## src/core/irq_ctrl_map.svh

```systemverilog
`ifndef IRQ_CTRL_MAP_SVH
`define IRQ_CTRL_MAP_SVH

// geometry
`define IRQ_NPORT 12
`define IRQ_NFACT 4
`define IRQ_NLINE 48
// factor control register, one per core port at base plus port index
`define FCR_BASE 8'h00
`define FCR_MODE_BIT 8
`define FCR_MASK_MSB 7
`define FCR_MASK_LSB 4
`define FCR_STAMP_MSB 3
`define FCR_STAMP_LSB 0
`define FCR_MODE_RST 1'b0
`define FCR_MASK_RST 4'h0
`define FCR_STAMP_RST 4'h0
// output blanking after a control load, in cycles
`define BLANK_CYC 3'h4
// lines whose access-enable flag a reboot leaves set
`define HOST_IN_LINE 32
`define SERIAL_IN_LINE 24
`endif

```

## src/core/irq_ctrl_pkg.sv

```systemverilog
package irq_ctrl_pkg;
  typedef enum logic [1:0] {
    BLK_RUN = 2'b01,
    BLK_HOLD = 2'b10
  } blank_st_t;
  typedef enum logic {
    MODE_MASK = 1'b0,
    MODE_STAMP = 1'b1
  } mode_t;
  typedef logic [3:0] factor_t;
endpackage : irq_ctrl_pkg

```

## src/core/dsp_irq_ctrl.sv

```systemverilog
`timescale 1ns/1ps
`include "irq_ctrl_map.svh"
module dsp_irq_ctrl (
  // clock and reset
  input wire logic ref_clk_i,
  input wire logic rst_n_i,
  // register port
  input wire logic [7:0] addr_i,
  input wire logic [15:0] wdata_i,
  input wire logic wr_i,
  input wire logic rd_i,
  output logic [15:0] rdata_o,
  // external interrupt pins, active low
  input wire logic [47:0] pin_n_i,
  // boot hold, from a pin
  input wire logic boot_i,
  // peripheral side
  input wire logic [47:0] periph_ready_i,
  input wire logic [47:0] dummy_access_i,
  input wire logic reboot_host_i,
  input wire logic reboot_serial_i,
  // core side
  input wire logic [11:0] core_status_mask_i,
  input wire logic [11:0] core_ack_i,
  input wire logic discard_i,
  output logic [11:0] core_req_o,
  output logic [11:0] core_irq_n_o,
  output logic [47:0] access_enable_o
);
  // ---------------------------------------------------------------
  // declarations
  // ---------------------------------------------------------------
  logic [47:0] pin_meta_r;
  logic [47:0] pin_sync_r;
  logic boot_meta_r;
  logic boot_sync_r;
  logic [47:0] acc_r;
  logic [47:0] acc_set;
  logic [47:0] fac_n;
  logic [11:0] port_hit;
  logic [11:0] irq_n_w;
  logic [11:0] irq_prev_r;
  logic [11:0] core_fall;
  logic [11:0] pend_r;
  logic [8:0] ctrl_w [`IRQ_NPORT];
  logic [15:0] rdata_r;
  logic [3:0] port_idx;
  logic addr_ok;

  // ---------------------------------------------------------------
  // input synchronisers
  // ---------------------------------------------------------------
  // pins and boot strap are asynchronous to ref_clk_i
  always_ff @(posedge ref_clk_i or negedge rst_n_i) begin
    if (!rst_n_i) begin
      pin_meta_r <= 48'hFFFF_FFFF_FFFF;
      pin_sync_r <= 48'hFFFF_FFFF_FFFF;
    end else begin
      pin_meta_r <= pin_n_i;
      pin_sync_r <= pin_meta_r;
    end
  end

  always_ff @(posedge ref_clk_i or negedge rst_n_i) begin
    if (!rst_n_i) begin
      boot_meta_r <= 1'b0;
      boot_sync_r <= 1'b0;
    end else begin
      boot_meta_r <= boot_i;
      boot_sync_r <= boot_meta_r;
    end
  end

  // ---------------------------------------------------------------
  // peripheral access-enable flags
  // ---------------------------------------------------------------
  // a reboot leaves the host or serial input flag set, so that
  // line stays low and, in mask mode, fires once its factor is unmasked
  always_comb begin
    acc_set = periph_ready_i;
    acc_set[`HOST_IN_LINE] = periph_ready_i[`HOST_IN_LINE] | reboot_host_i;
    acc_set[`SERIAL_IN_LINE] = periph_ready_i[`SERIAL_IN_LINE] | reboot_serial_i;
  end

  // set wins over a dummy access in the same cycle; discard_i is
  // deliberately not a term here
  always_ff @(posedge ref_clk_i or negedge rst_n_i) begin
    if (!rst_n_i) begin
      acc_r <= 48'h0;
    end else begin
      acc_r <= (acc_r & ~dummy_access_i) | acc_set;
    end
  end

  assign access_enable_o = acc_r;

  // line is low while either the pin or the flag holds it there
  assign fac_n = pin_sync_r & ~acc_r;

  // ---------------------------------------------------------------
  // register decode
  // ---------------------------------------------------------------
  assign port_idx = 4'(addr_i - `FCR_BASE);
  assign addr_ok = (addr_i >= `FCR_BASE) && (addr_i < `FCR_BASE + 8'(`IRQ_NPORT));

  always_ff @(posedge ref_clk_i or negedge rst_n_i) begin
    if (!rst_n_i) begin
      rdata_r <= 16'h0000;
    end else if (rd_i && addr_ok) begin
      rdata_r <= {7'h00, ctrl_w[port_idx]};
    end else begin
      rdata_r <= 16'h0000;
    end
  end

  assign rdata_o = rdata_r;

  // ---------------------------------------------------------------
  // per port factor controllers and core latches
  // ---------------------------------------------------------------
  genvar p;
  generate
    for (p = 0; p < `IRQ_NPORT; p++) begin : g_port
      assign port_hit[p] = wr_i && addr_ok && (port_idx == 4'(p));

      factor_port_ctrl u_ctrl (
        .ref_clk_i(ref_clk_i),
        .rst_n_i(rst_n_i),
        .load_i(port_hit[p]),
        .wdata_i(wdata_i),
        .boot_i(boot_sync_r),
        .fac_n_i(fac_n[4*p +: 4]),
        .ctrl_o(ctrl_w[p]),
        .irq_n_o(irq_n_w[p])
      );

      // the core only reacts to a falling edge of its port
      assign core_fall[p] = irq_prev_r[p] & ~irq_n_w[p];

      // a new edge wins over an ack or discard in the same cycle
      always_ff @(posedge ref_clk_i or negedge rst_n_i) begin
        if (!rst_n_i) begin
          pend_r[p] <= 1'b0;
        end else if (core_fall[p]) begin
          pend_r[p] <= 1'b1;
        end else if (discard_i || core_ack_i[p]) begin
          pend_r[p] <= 1'b0;
        end
      end
    end
  endgenerate

  always_ff @(posedge ref_clk_i or negedge rst_n_i) begin
    if (!rst_n_i) begin
      irq_prev_r <= 12'hFFF;
    end else begin
      irq_prev_r <= irq_n_w;
    end
  end

  assign core_irq_n_o = irq_n_w;

  // pending survives the status mask and is served once lifted
  assign core_req_o = pend_r & ~core_status_mask_i;

  // ---------------------------------------------------------------
  // checks
  // ---------------------------------------------------------------
  chk_pend_kept_masked: assert property (
    @(posedge ref_clk_i) disable iff (!rst_n_i)
    (|(pend_r & core_status_mask_i) && !discard_i && core_ack_i == 12'h000)
      |=> (pend_r & $past(pend_r)) == $past(pend_r))
    else $error("masked pending request lost");
  chk_discard_clears: assert property (
    @(posedge ref_clk_i) disable iff (!rst_n_i)
    (discard_i && core_fall == 12'h000) |=> pend_r == 12'h000)
    else $error("discard left a pending request");
  chk_discard_keeps_acc: assert property (
    @(posedge ref_clk_i) disable iff (!rst_n_i)
    (discard_i && dummy_access_i == 48'h0) |=> (acc_r & $past(acc_r)) == $past(acc_r))
    else $error("discard touched access flags");
  chk_acc_withholds: assert property (
    @(posedge ref_clk_i) disable iff (!rst_n_i)
    acc_r[0] && !dummy_access_i[0] |=> acc_r[0] && !fac_n[0])
    else $error("access flag dropped without access");
  chk_dummy_clears: assert property (
    @(posedge ref_clk_i) disable iff (!rst_n_i)
    dummy_access_i[0] && !acc_set[0] |=> !acc_r[0])
    else $error("dummy access did not clear flag");
  chk_edge_to_pend: assert property (
    @(posedge ref_clk_i) disable iff (!rst_n_i)
    core_fall[0] |=> pend_r[0] ##0 core_req_o[0] == !core_status_mask_i[0])
    else $error("falling edge not latched");
  chk_reboot_pending: assert property (
    @(posedge ref_clk_i) disable iff (!rst_n_i)
    reboot_host_i |=> acc_r[`HOST_IN_LINE] && !fac_n[`HOST_IN_LINE])
    else $error("reboot left no pending host input");
  chk_masked_no_pend: assert property (
    @(posedge ref_clk_i) disable iff (!rst_n_i)
    (ctrl_w[0][`FCR_MASK_MSB:`FCR_MASK_LSB] == 4'h0 && irq_n_w[0]) |=> !core_fall[0])
    else $error("masked factor reached core");

  chk_reboot_serial: assert property (
    @(posedge ref_clk_i) disable iff (!rst_n_i)
    reboot_serial_i |=> acc_r[`SERIAL_IN_LINE] && !fac_n[`SERIAL_IN_LINE])
    else $error("reboot left no pending serial input");

  chk_rdata_idle: assert property (
    @(posedge ref_clk_i) disable iff (!rst_n_i)
    !rd_i |=> rdata_o == 16'h0000)
    else $error("read data stood without a read");

  chk_rdata_unmapped: assert property (
    @(posedge ref_clk_i) disable iff (!rst_n_i)
    (rd_i && !addr_ok) |=> rdata_o == 16'h0000)
    else $error("unmapped read returned data");

  chk_rdata_upper: assert property (
    @(posedge ref_clk_i) disable iff (!rst_n_i)
    rd_i |=> rdata_o[15:9] == 7'h00)
    else $error("unused read bits not zero");

  // ---------------------------------------------------------------
  // per port checks
  // ---------------------------------------------------------------
  // several checks above sample port 0 only; these watch all twelve
  genvar pc;
  generate
    for (pc = 0; pc < `IRQ_NPORT; pc++) begin : g_port_chk
      chk_port_wr_mode: assert property (
        @(posedge ref_clk_i) disable iff (!rst_n_i)
        port_hit[pc] |=> ctrl_w[pc][`FCR_MODE_BIT] == $past(wdata_i[`FCR_MODE_BIT]))
        else $error("mode bit not loaded");

      chk_port_wr_mask: assert property (
        @(posedge ref_clk_i) disable iff (!rst_n_i)
        port_hit[pc] |=> ctrl_w[pc][`FCR_MASK_MSB:`FCR_MASK_LSB]
          == $past(wdata_i[`FCR_MASK_MSB:`FCR_MASK_LSB]))
        else $error("mask bits not loaded");

      chk_port_keeps_ctrl: assert property (
        @(posedge ref_clk_i) disable iff (!rst_n_i)
        !port_hit[pc] |=> ctrl_w[pc][`FCR_MODE_BIT:`FCR_MASK_LSB]
          == $past(ctrl_w[pc][`FCR_MODE_BIT:`FCR_MASK_LSB]))
        else $error("control changed without a write");

      chk_port_read: assert property (
        @(posedge ref_clk_i) disable iff (!rst_n_i)
        (rd_i && addr_ok && port_idx == 4'(pc)) |=> rdata_o == {7'h00, $past(ctrl_w[pc])})
        else $error("read data not the port control");

      chk_port_fall_pend: assert property (
        @(posedge ref_clk_i) disable iff (!rst_n_i)
        core_fall[pc] |=> pend_r[pc])
        else $error("port edge not latched");

      chk_port_ack_clears: assert property (
        @(posedge ref_clk_i) disable iff (!rst_n_i)
        (core_ack_i[pc] && !core_fall[pc]) |=> !pend_r[pc])
        else $error("ack left request pending");

      chk_port_discard: assert property (
        @(posedge ref_clk_i) disable iff (!rst_n_i)
        (discard_i && !core_fall[pc]) |=> !pend_r[pc])
        else $error("discard left port pending");

      chk_port_pend_holds: assert property (
        @(posedge ref_clk_i) disable iff (!rst_n_i)
        (pend_r[pc] && !core_ack_i[pc] && !discard_i) |=> pend_r[pc])
        else $error("pending request dropped");

      chk_port_no_spurious: assert property (
        @(posedge ref_clk_i) disable iff (!rst_n_i)
        (!pend_r[pc] && !core_fall[pc]) |=> !pend_r[pc])
        else $error("request latched without edge");

      chk_port_smask_blocks: assert property (
        @(posedge ref_clk_i) disable iff (!rst_n_i)
        core_status_mask_i[pc] |-> !core_req_o[pc])
        else $error("status mask did not hold request");

      chk_port_req_open: assert property (
        @(posedge ref_clk_i) disable iff (!rst_n_i)
        (pend_r[pc] && !core_status_mask_i[pc]) |-> core_req_o[pc])
        else $error("unmasked pending not served");

      chk_port_boot_high: assert property (
        @(posedge ref_clk_i) disable iff (!rst_n_i)
        boot_sync_r |=> irq_n_w[pc])
        else $error("port active during boot");

      chk_port_masked_high: assert property (
        @(posedge ref_clk_i) disable iff (!rst_n_i)
        ctrl_w[pc][`FCR_MASK_MSB:`FCR_MASK_LSB] == 4'h0 |=> irq_n_w[pc])
        else $error("fully masked port went low");

      chk_port_blank_load: assert property (
        @(posedge ref_clk_i) disable iff (!rst_n_i)
        port_hit[pc] |=> irq_n_w[pc] [*4])
        else $error("port not blanked after load");

      chk_port_no_refire: assert property (
        @(posedge ref_clk_i) disable iff (!rst_n_i)
        !irq_n_w[pc] |=> !core_fall[pc])
        else $error("edge seen on a held low port");
    end
  endgenerate

  // ---------------------------------------------------------------
  // per line checks
  // ---------------------------------------------------------------
  // a line is a pin and an access flag; either one pulls it low
  genvar lc;
  generate
    for (lc = 0; lc < `IRQ_NLINE; lc++) begin : g_line_chk
      chk_line_sets: assert property (
        @(posedge ref_clk_i) disable iff (!rst_n_i)
        acc_set[lc] |=> acc_r[lc] && !fac_n[lc])
        else $error("ready did not raise line");

      chk_line_withholds: assert property (
        @(posedge ref_clk_i) disable iff (!rst_n_i)
        (acc_r[lc] && !dummy_access_i[lc]) |=> acc_r[lc])
        else $error("line flag dropped without access");

      chk_line_clears: assert property (
        @(posedge ref_clk_i) disable iff (!rst_n_i)
        (dummy_access_i[lc] && !acc_set[lc]) |=> !acc_r[lc])
        else $error("dummy access left line flag");

      chk_line_set_wins: assert property (
        @(posedge ref_clk_i) disable iff (!rst_n_i)
        (acc_set[lc] && dummy_access_i[lc]) |=> acc_r[lc])
        else $error("access beat a new request");

      chk_line_discard: assert property (
        @(posedge ref_clk_i) disable iff (!rst_n_i)
        (discard_i && acc_r[lc] && !dummy_access_i[lc]) |=> acc_r[lc])
        else $error("discard cleared a line flag");

      chk_line_pin_low: assert property (
        @(posedge ref_clk_i) disable iff (!rst_n_i)
        !pin_sync_r[lc] |-> !fac_n[lc])
        else $error("low pin not on its line");

      chk_line_idle_high: assert property (
        @(posedge ref_clk_i) disable iff (!rst_n_i)
        (pin_sync_r[lc] && !acc_r[lc]) |-> fac_n[lc])
        else $error("idle line not high");
    end
  endgenerate
endmodule : dsp_irq_ctrl

```

## src/core/factor_port_ctrl.sv

```systemverilog
`timescale 1ns/1ps
`include "irq_ctrl_map.svh"
module factor_port_ctrl (
  // clock and reset
  input wire logic ref_clk_i,
  input wire logic rst_n_i,
  // register load
  input wire logic load_i,
  input wire logic [15:0] wdata_i,
  // boot hold
  input wire logic boot_i,
  // factor lines, active low
  input wire logic [3:0] fac_n_i,
  // status and core output
  output logic [8:0] ctrl_o,
  output logic irq_n_o
);
  irq_ctrl_pkg::mode_t mode_r;
  irq_ctrl_pkg::factor_t mask_r;
  irq_ctrl_pkg::factor_t stamp_r;
  irq_ctrl_pkg::factor_t prev_n_r;
  irq_ctrl_pkg::factor_t eff_mask;
  irq_ctrl_pkg::factor_t fall;
  irq_ctrl_pkg::blank_st_t blk_r;
  logic [2:0] cnt_r;
  logic force_hi;
  logic irq_n_r;

  assign eff_mask = boot_i ? 4'h0 : mask_r;
  assign fall = prev_n_r & ~fac_n_i;
  assign force_hi = load_i | (blk_r == irq_ctrl_pkg::BLK_HOLD);
  assign ctrl_o = {mode_r, mask_r, stamp_r};
  assign irq_n_o = irq_n_r;

  always_ff @(posedge ref_clk_i or negedge rst_n_i) begin
    if (!rst_n_i) begin
      mode_r <= irq_ctrl_pkg::MODE_MASK;
      mask_r <= `FCR_MASK_RST;
    end else if (load_i) begin
      mode_r <= irq_ctrl_pkg::mode_t'(wdata_i[`FCR_MODE_BIT]);
      mask_r <= wdata_i[`FCR_MASK_MSB:`FCR_MASK_LSB];
    end
  end

  always_ff @(posedge ref_clk_i or negedge rst_n_i) begin
    if (!rst_n_i) begin
      prev_n_r <= 4'hF;
    end else begin
      prev_n_r <= fac_n_i;
    end
  end

  // a stamp arriving with the load survives it
  always_ff @(posedge ref_clk_i or negedge rst_n_i) begin
    if (!rst_n_i) begin
      stamp_r <= `FCR_STAMP_RST;
    end else if (mode_r == irq_ctrl_pkg::MODE_STAMP) begin
      stamp_r <= (load_i ? 4'h0 : stamp_r) | (fall & eff_mask);
    end else begin
      stamp_r <= load_i ? 4'h0 : stamp_r;
    end
  end

  always_ff @(posedge ref_clk_i or negedge rst_n_i) begin
    if (!rst_n_i) begin
      blk_r <= irq_ctrl_pkg::BLK_RUN;
      cnt_r <= 3'h0;
    end else if (load_i) begin
      blk_r <= irq_ctrl_pkg::BLK_HOLD;
      // the load edge already blanks one cycle, the hold covers the rest
      cnt_r <= `BLANK_CYC - 3'h2;
    end else begin
      unique case (blk_r)
        irq_ctrl_pkg::BLK_RUN: begin
          cnt_r <= 3'h0;
        end
        irq_ctrl_pkg::BLK_HOLD: begin
          if (cnt_r == 3'h0) begin
            blk_r <= irq_ctrl_pkg::BLK_RUN;
          end
          cnt_r <= cnt_r - 3'h1;
        end
        default: begin
          blk_r <= irq_ctrl_pkg::BLK_RUN;
        end
      endcase
    end
  end

  always_ff @(posedge ref_clk_i or negedge rst_n_i) begin
    if (!rst_n_i) begin
      irq_n_r <= 1'b1;
    end else if (force_hi) begin
      irq_n_r <= 1'b1;
    end else if (mode_r == irq_ctrl_pkg::MODE_STAMP) begin
      // gated so a boot hold also silences stamps taken before it
      irq_n_r <= ~|(stamp_r & eff_mask);
    end else begin
      irq_n_r <= ~|(~fac_n_i & eff_mask);
    end
  end

  chk_load_blanks_out: assert property (
    @(posedge ref_clk_i) disable iff (!rst_n_i) load_i |=> irq_n_r [*4])
    else $error("output not blanked after load");
  chk_boot_holds_high: assert property (
    @(posedge ref_clk_i) disable iff (!rst_n_i) boot_i |=> irq_n_r)
    else $error("interrupt passed during boot");
  chk_mask_level_pass: assert property (
    @(posedge ref_clk_i) disable iff (!rst_n_i)
    (mode_r == irq_ctrl_pkg::MODE_MASK && !force_hi)
      |=> irq_n_r == ~|($past(~fac_n_i) & $past(eff_mask)))
    else $error("mask mode level not passed");
  chk_stamp_edge_set: assert property (
    @(posedge ref_clk_i) disable iff (!rst_n_i)
    (mode_r == irq_ctrl_pkg::MODE_STAMP && |(fall & eff_mask))
      |=> |stamp_r ##1 (!force_hi && !boot_i) |=> !irq_n_r)
    else $error("stamp edge lost");
  chk_stamp_or_out: assert property (
    @(posedge ref_clk_i) disable iff (!rst_n_i)
    (mode_r == irq_ctrl_pkg::MODE_STAMP && !force_hi && stamp_r == 4'h0) |=> irq_n_r)
    else $error("stamp output low without stamp");
endmodule : factor_port_ctrl

```

## config.mk

```make
export PLATFORM = sky130hd
export DESIGN_NAME = dsp_irq_ctrl
export DESIGN_NICKNAME = d
export VERILOG_FILES = /design/src/core/irq_ctrl_pkg.sv /design/src/core/dsp_irq_ctrl.sv /design/src/core/factor_port_ctrl.sv
export VERILOG_INCLUDE_DIRS = /design/src /design/src/core
export SDC_FILE = /design/constraint.sdc
export NUM_CORES = 1
export LEC_CHECK = 0
export BUFFER_PORTS_ARGS = -buffer_cell sky130_fd_sc_hd__buf_2
export CAP_MARGIN = 20
export CELL_PAD_IN_SITES_DETAIL_PLACEMENT = 1
export CELL_PAD_IN_SITES_GLOBAL_PLACEMENT = 1
export CORE_UTILIZATION = 45
export CTS_BUF_LIST = sky130_fd_sc_hd__clkbuf_16
export CTS_CLUSTER_DIAMETER = 60
export CTS_CLUSTER_SIZE = 25
export DETAILED_ROUTE_END_ITERATION = 16
export GPL_ROUTABILITY_DRIVEN = 0
export PLACE_DENSITY = 0.79
export SLEW_MARGIN = 20
export SYNTH_ARGS = -nofsm -noshare
export SYNTH_HDL_FRONTEND = slang
export SYNTH_SLANG_ARGS = --single-unit
```

## constraint.sdc

```tcl
create_clock -name ref_clk_i -period 2.4 [get_ports ref_clk_i]
set_clock_uncertainty 0.2 [all_clocks]
set_input_delay 0.6 -clock ref_clk_i [delete_from_list [all_inputs] [get_ports ref_clk_i]]
set_output_delay 0.6 -clock ref_clk_i [all_outputs]
set_load 0.02 [all_outputs]
```

======== Word level (Yosys, flattened, before mapping) ========
Index checks and enable logic that the tools add are counted.
W data, S select, Z words.
cells by class
  reductions and logical operators ........ 124
  equal/unequal tests ..................... 59
  order comparisons ....................... 3
  bitwise logic cells ..................... 118
  multiplexer cells ....................... 148
  $add $sub $neg .......................... 12
operators with widths
  kind                   number
  $and A4 B4 Y4          48
  $mux W4                36
  $and A48 B48 Y48       2
  $not A48 Y48           2
  $reduce_or A4 Y1       24
  $pmux W3 S2            12
  $mux W1                48
  $mux W2                24
  $not A4 Y4             12
  $or A4 B4 Y4           12
  $or A48 B48 Y48        1
  $pmux W2 S2            12
  $bmux W9 S4            1
  $logic_not A3 Y1       12
  $mux W3                12
  $ne A3 B2 Y1 const B   12
  $reduce_bool A3 Y1     12
  $sub A3 B1 Y3 const B  12
  $mux W9                3
  $eq A2 B1 Y1 const B   12
  $eq A2 B2 Y1 const B   12
  $logic_not A1 Y1       24
  $ne A2 B1 Y1 const B   12
  $reduce_and A2 Y1      12
  other kinds (17)       95
word-level totals
  input bits .............................. 200
  flip-flop bits (word level) ............. 414
  logic and storage cells ................. 567
  output and inout port bits .............. 88

======== Depth between registers and ports, before layout ========
  depth in word-level cells ............... 8
  depth in mapped cells ................... 6
  depth with buffers taken out ............ 6

======== Hierarchy ========
From an unflattened synthesis, not the netlist that was laid out.
second synthesis, totals
  cell total of the unflattened synthesis .. 1,314
  area, all modules ....................... 16,717.3 sq um
by module, submodules not included
  module                                     seq. area each (sq um)  cells each  area an instance (sq um)  times used
  factor_port_ctrl at g_port[10].u_ctrl ...  483.0                   69          817.0                     11
  dsp_irq_ctrl                               4,614.4                 485         6,915.4                   1
  factor_port_ctrl at g_port[0].u_ctrl       483.0                   70          814.5                     1

======== Worst setup path after synthesis ========
Ideal clock, no wire load.
  path kind ............................... input to register
  from .................................... input addr_i[4]
  to ...................................... register g_port[6].u_ctrl.mask_r[0]
  setup time .............................. 0.125 ns
  data required time ...................... 2.075 ns
  slack ................................... 0.005 ns
  arrival ................................. 2.070 ns
  path buffers ............................ 1
  stages on the path ...................... 4
  path through ............................ or4_4 or4_4 buf_6 mux2_4
between the ends
  word-level cells in the longest chain between the ends .. 4
  elaborated cells between the ends (all ways) .. 5
  classes of those cells .................. order compare (2); reduce/logical (3)
RTL lines
  element                                                 RTL line                source
  start, declared                                         dsp_irq_ctrl.sv:8       input wire logic [7:0] addr_i,
  $ge A8 B1 Y1 (no line) or $lt A8 B4 Y1 (tied branches)  -
  $logic_and A1 B1 Y1 (*)                                 dsp_irq_ctrl.sv:104     assign addr_ok = (addr_i >= `FCR_BASE) && (addr_i < `FCR_BASE + 8'(`IRQ_NPORT));
  $logic_and A1 B1 Y1 (*) (2 in a row)                    dsp_irq_ctrl.sv:124     assign port_hit[p] = wr_i && addr_ok && (port_idx == 4'(p));
  end signal, assigned                                    factor_port_ctrl.sv:38  mask_r <= `FCR_MASK_RST;
  end signal, assigned                                    factor_port_ctrl.sv:41  mask_r <= wdata_i[`FCR_MASK_MSB:`FCR_MASK_LSB];
  end, declared                                           factor_port_ctrl.sv:19  irq_ctrl_pkg::factor_t mask_r;
Every way passes the cells marked *; elsewhere a longest branch is shown, timed or not.
A chain may end at the register's enable or synchronous reset.

======== Worst setup path in the final report ========
  from .................................... register pend_r[11]
  to ...................................... output core_req_o[11]
between the ends
  word-level cells in the longest chain between the ends .. 1
RTL lines
  element                          RTL line             source
  start, declared                  dsp_irq_ctrl.sv:44   logic [11:0] pend_r;
  start signal, assigned by index  dsp_irq_ctrl.sv:143  pend_r[p] <= 1'b0;
  start signal, assigned by index  dsp_irq_ctrl.sv:145  pend_r[p] <= 1'b1;
  start signal, assigned by index  dsp_irq_ctrl.sv:147  pend_r[p] <= 1'b0;
  $and A12 B12 Y12                 dsp_irq_ctrl.sv:164  assign core_req_o = pend_r & ~core_status_mask_i;
  end, declared                    dsp_irq_ctrl.sv:26   output logic [11:0] core_req_o,
Every way passes these cells.

==> results.cfg <==
[synthesis]
yosys.area_share.simple_pct = 11.87
synthAdderAreaFrac_pct = 3.564
synth_compound_area_share_pct = 8.235
synth_top_family_by_area = simple AND/OR/NAND/NOR gates
yosysMostFrequentCell = dfrtp_1
synthMuxAreaShare_pct = 9.000
postSynthAreaPerCell_um2 = 12.17
synthXorXnorAreaFrac_pct = 0
synth_cells = 1385
ys_types = 44
synthArstFlopShare_pct = 100.0
synth_edf_count = 0
synth.cell_area_um2 = 16850
yosysWarnings = 0
synth.top_cells.by_count = dfrtp_1 (227), dfstp_2 (180), inv_1 (171)
yosysTopAreaCellShare_pct = 33.71
synth_area_leaders = dfrtp_1 (34%), dfstp_2 (28%), mux2_2 (3.9%)
dominantRegCellSynth = dfrtp_1
yosysTopAreaCell = dfrtp_1
ys_seq_area_share_pct = 61.78
ys_ff_latch = 407

[setup_path]
crit_start = pend_r[11]$_DFFE_PN0P_
path_cells = nor2b_1 > buf_2
cp.required_ps = 1600
regToRegStartpoint = g_port[9].u_ctrl.blk_r[0]$_DFFE_PN1P_
cp_data_arrival_time_ps = 1340
path_delay_family = flip-flops
startpoint_type = register
critPathKind = register to output pin
cp_max_fo = 2
slowest_delay_ps = 480
worst_path_max_delay_cell = dfrtp_1
cp.buffers_inverters = 1
critPathCaptureType = output pin

[final_layout]
drive_gt1_share_pct = 37.15
num-fill-cells = 3819
multi_input_area_um2 = 5532
stdcell_area_um2 = 20680
area_delta_synth_final_pct = 22.73
final_nets = 1993
ff_latch_area_um2 = 10410

[floorplan]
dieArea_um2 = 38220
coreArea_um2 = 36700
fp.dieH_um = 195.5
io_pins = 288
initial_core_util_pct = 45.92
die_w_um = 195.5
num_rows = 70

[cts]
cts.clk_slew.worst_paths_ps = 90
clock-sinks = 407
cts_buffer_depth = 3
clock_latency_ps = 540
numCtsBuffers = 35
tritoncts = built
htree_levels = 2
cts_root_buffer = clkbuf_16

[timing]
rsz0062_at_grt = false
finalCritPeriodShare_pct = 89.00
setup_viol = 0
timing.final.ws_setup_ps = 263.9
fin_tns_setup_ps = 0
whs_ps = 29.28
slew_headroom_pct = 65.92
min_period_ps = 2136
tightest_slew_ps = 511.1
fmax_mhz = 468.2
hold_violations = 0
maxSlewViolCount = 0

[place]
post-dp-hpwl_um = 31240
pre_cts_ws_ps = -145.0
port_buffers = 269
placed_cell_area_um2 = 18950

[global_routing]
grt_pass1_vias = 13050
grt_use_total_pct = 23.47
grt_max_degree = 89
grt_antenna_before_repair = 3
grt-ovfl-total = 0
grt_pass1_wl_um = 70230

[pwr]
p_per_area_nw_per_um2 = 748.6
total_power_mw = 15.48
leakagePower_nw = 10.19
vdd_ir_drop_max_v = 0.0004604

[job]
drv_cap = 0

[routing]
post_drt_wl_per_cell_um = 19.40
drc = 0
antenna_violating_nets_post_route = 0
postRouteWirelength_um = 43460
vias = 11880
drt-pass1-iter-count = 7
via_per_inst = 5.302
drt-initial-drc-count = 732

[worst_hold_path]
hp-class = input port to register
hp-start = periph_ready_i[0]

[run_status]
status = finished, final reports clean
kinds of logic (layout without fill, tap and decap cells):
logic type,count (synthesis),after routing
fa+ha+maj,48,48
compound gates,204,204
buf+inv,220,600
other cells,1,8
mux,105,105
flops,407,407
simple gates,400,400
cell type report:
| type | count | share of cell area (%) |
|---|---|---|
| sequential | 407 | 50.34 |
| tap | 468 | 2.832 |
| inverter | 171 | 3.104 |
| timing repair buffer | 366 | 11.05 |
| clock inverter | 26 | 1.440 |
| antenna | 1 | 0.01210 |
| multi-input combinational | 764 | 26.75 |
| clock buffer | 37 | 4.477 |
worst paths after layout:
path                                                    endpoint  slack [ps]  depth (start not counted)
max reg2reg                g_port[9].u_ctrl.cnt_r[2]$_DFFE_PN0P_         490                          4
max                                               core_req_o[11]         260                          2
min reg2reg                              pin_sync_r[2]$_DFF_PN1_         150                          0
min in group asynchronous          access_enable_o[34]$_DFF_PN0_         340                          2
max in group asynchronous               pin_sync_r[21]$_DFF_PN1_         880                          3
min                                 access_enable_o[0]$_DFF_PN0_          30                          2
state kept, by name, indices dropped and copies added (netlist names):
register	count
pend_r	12
boot_meta_r	1
g_port.u_ctrl.mask_r	48
pin_sync_r	48
g_port.u_ctrl.blk_r	24
g_port.u_ctrl.mode_r	12
g_port.u_ctrl.irq_n_o	12
g_port.u_ctrl.prev_n_r	48
access_enable_o	48
irq_prev_r	12
rdata_o	9
g_port.u_ctrl.cnt_r	36
boot_sync_r	1
pin_meta_r	48
g_port.u_ctrl.stamp_r	48
per-stage QoR:
stage | util, % | instances
finish | 56.35 | 2240
global route | 56.35 | 2240
CTS | 56.35 | 2239
detailed placement | 51.65 | 2126
global placement | 51.65 | 2126
floorplan | - | 1391
where the power goes:
| part | total (mW) | internal, mW | switching, mW | leakage, nW |
|---|---|---|---|---|
| sequential | 7.78 | 7.44 | 0.334 | 4.66 |
| clock | 5.92 | 3.01 | 2.91 | 0.598 |
| combinational | 1.79 | 0.781 | 1.01 | 4.93 |
cell usage in the layout, fill, tap and decap left out, drive strengths merged, types with 3 or more instances in the layout:
master,n
nor2b,38
a21o,46
a21oi,39
o21ai,50
nand2b,60
mux2,69
a222oi,20
a21boi,3
nor2,76
a221o,6
mux4,27
conb,7
dfstp,180
a22oi,18
clkbuf,37
buf,316
nand2,138
clkinv,15
a31oi,3
mux2i,9
nor3b,7
nand4,48
inv,182
o21a,3
dlygate4sd3,50
dfrtp,227
ha,48
nand3,19
or4,4
a311oi,8
layer usage:
metal / share of wire (%) / routed length, µm / track usage (%) / vias to the layer above
met3: 4.6 / 1985 / 3.264 / 87
met1: 42 / 18040 / 29.89 / 6062
met4: 3.0 / 1306 / 7.874 / 2
li1: - / - / - / 5400
met2: 51 / 22120 / 41.15 / 326
met5: 0.023 / 10 / 0 / -
worst register-to-register path: stages (launching register included):
cell	delay (ps)
dfstp_2	560
inv_1	60
ha_1	360
or4bb_1	510
a21oi_1	160
what timing repair did:
action | in CTS | in global routing
buffers inserted | 0 | 0
resized for setup | 0 | 0
hold endpoints to repair | 65 | 0
hold buffers | 50 | 0
Note: power is estimated with default switching activity, not from simulation.
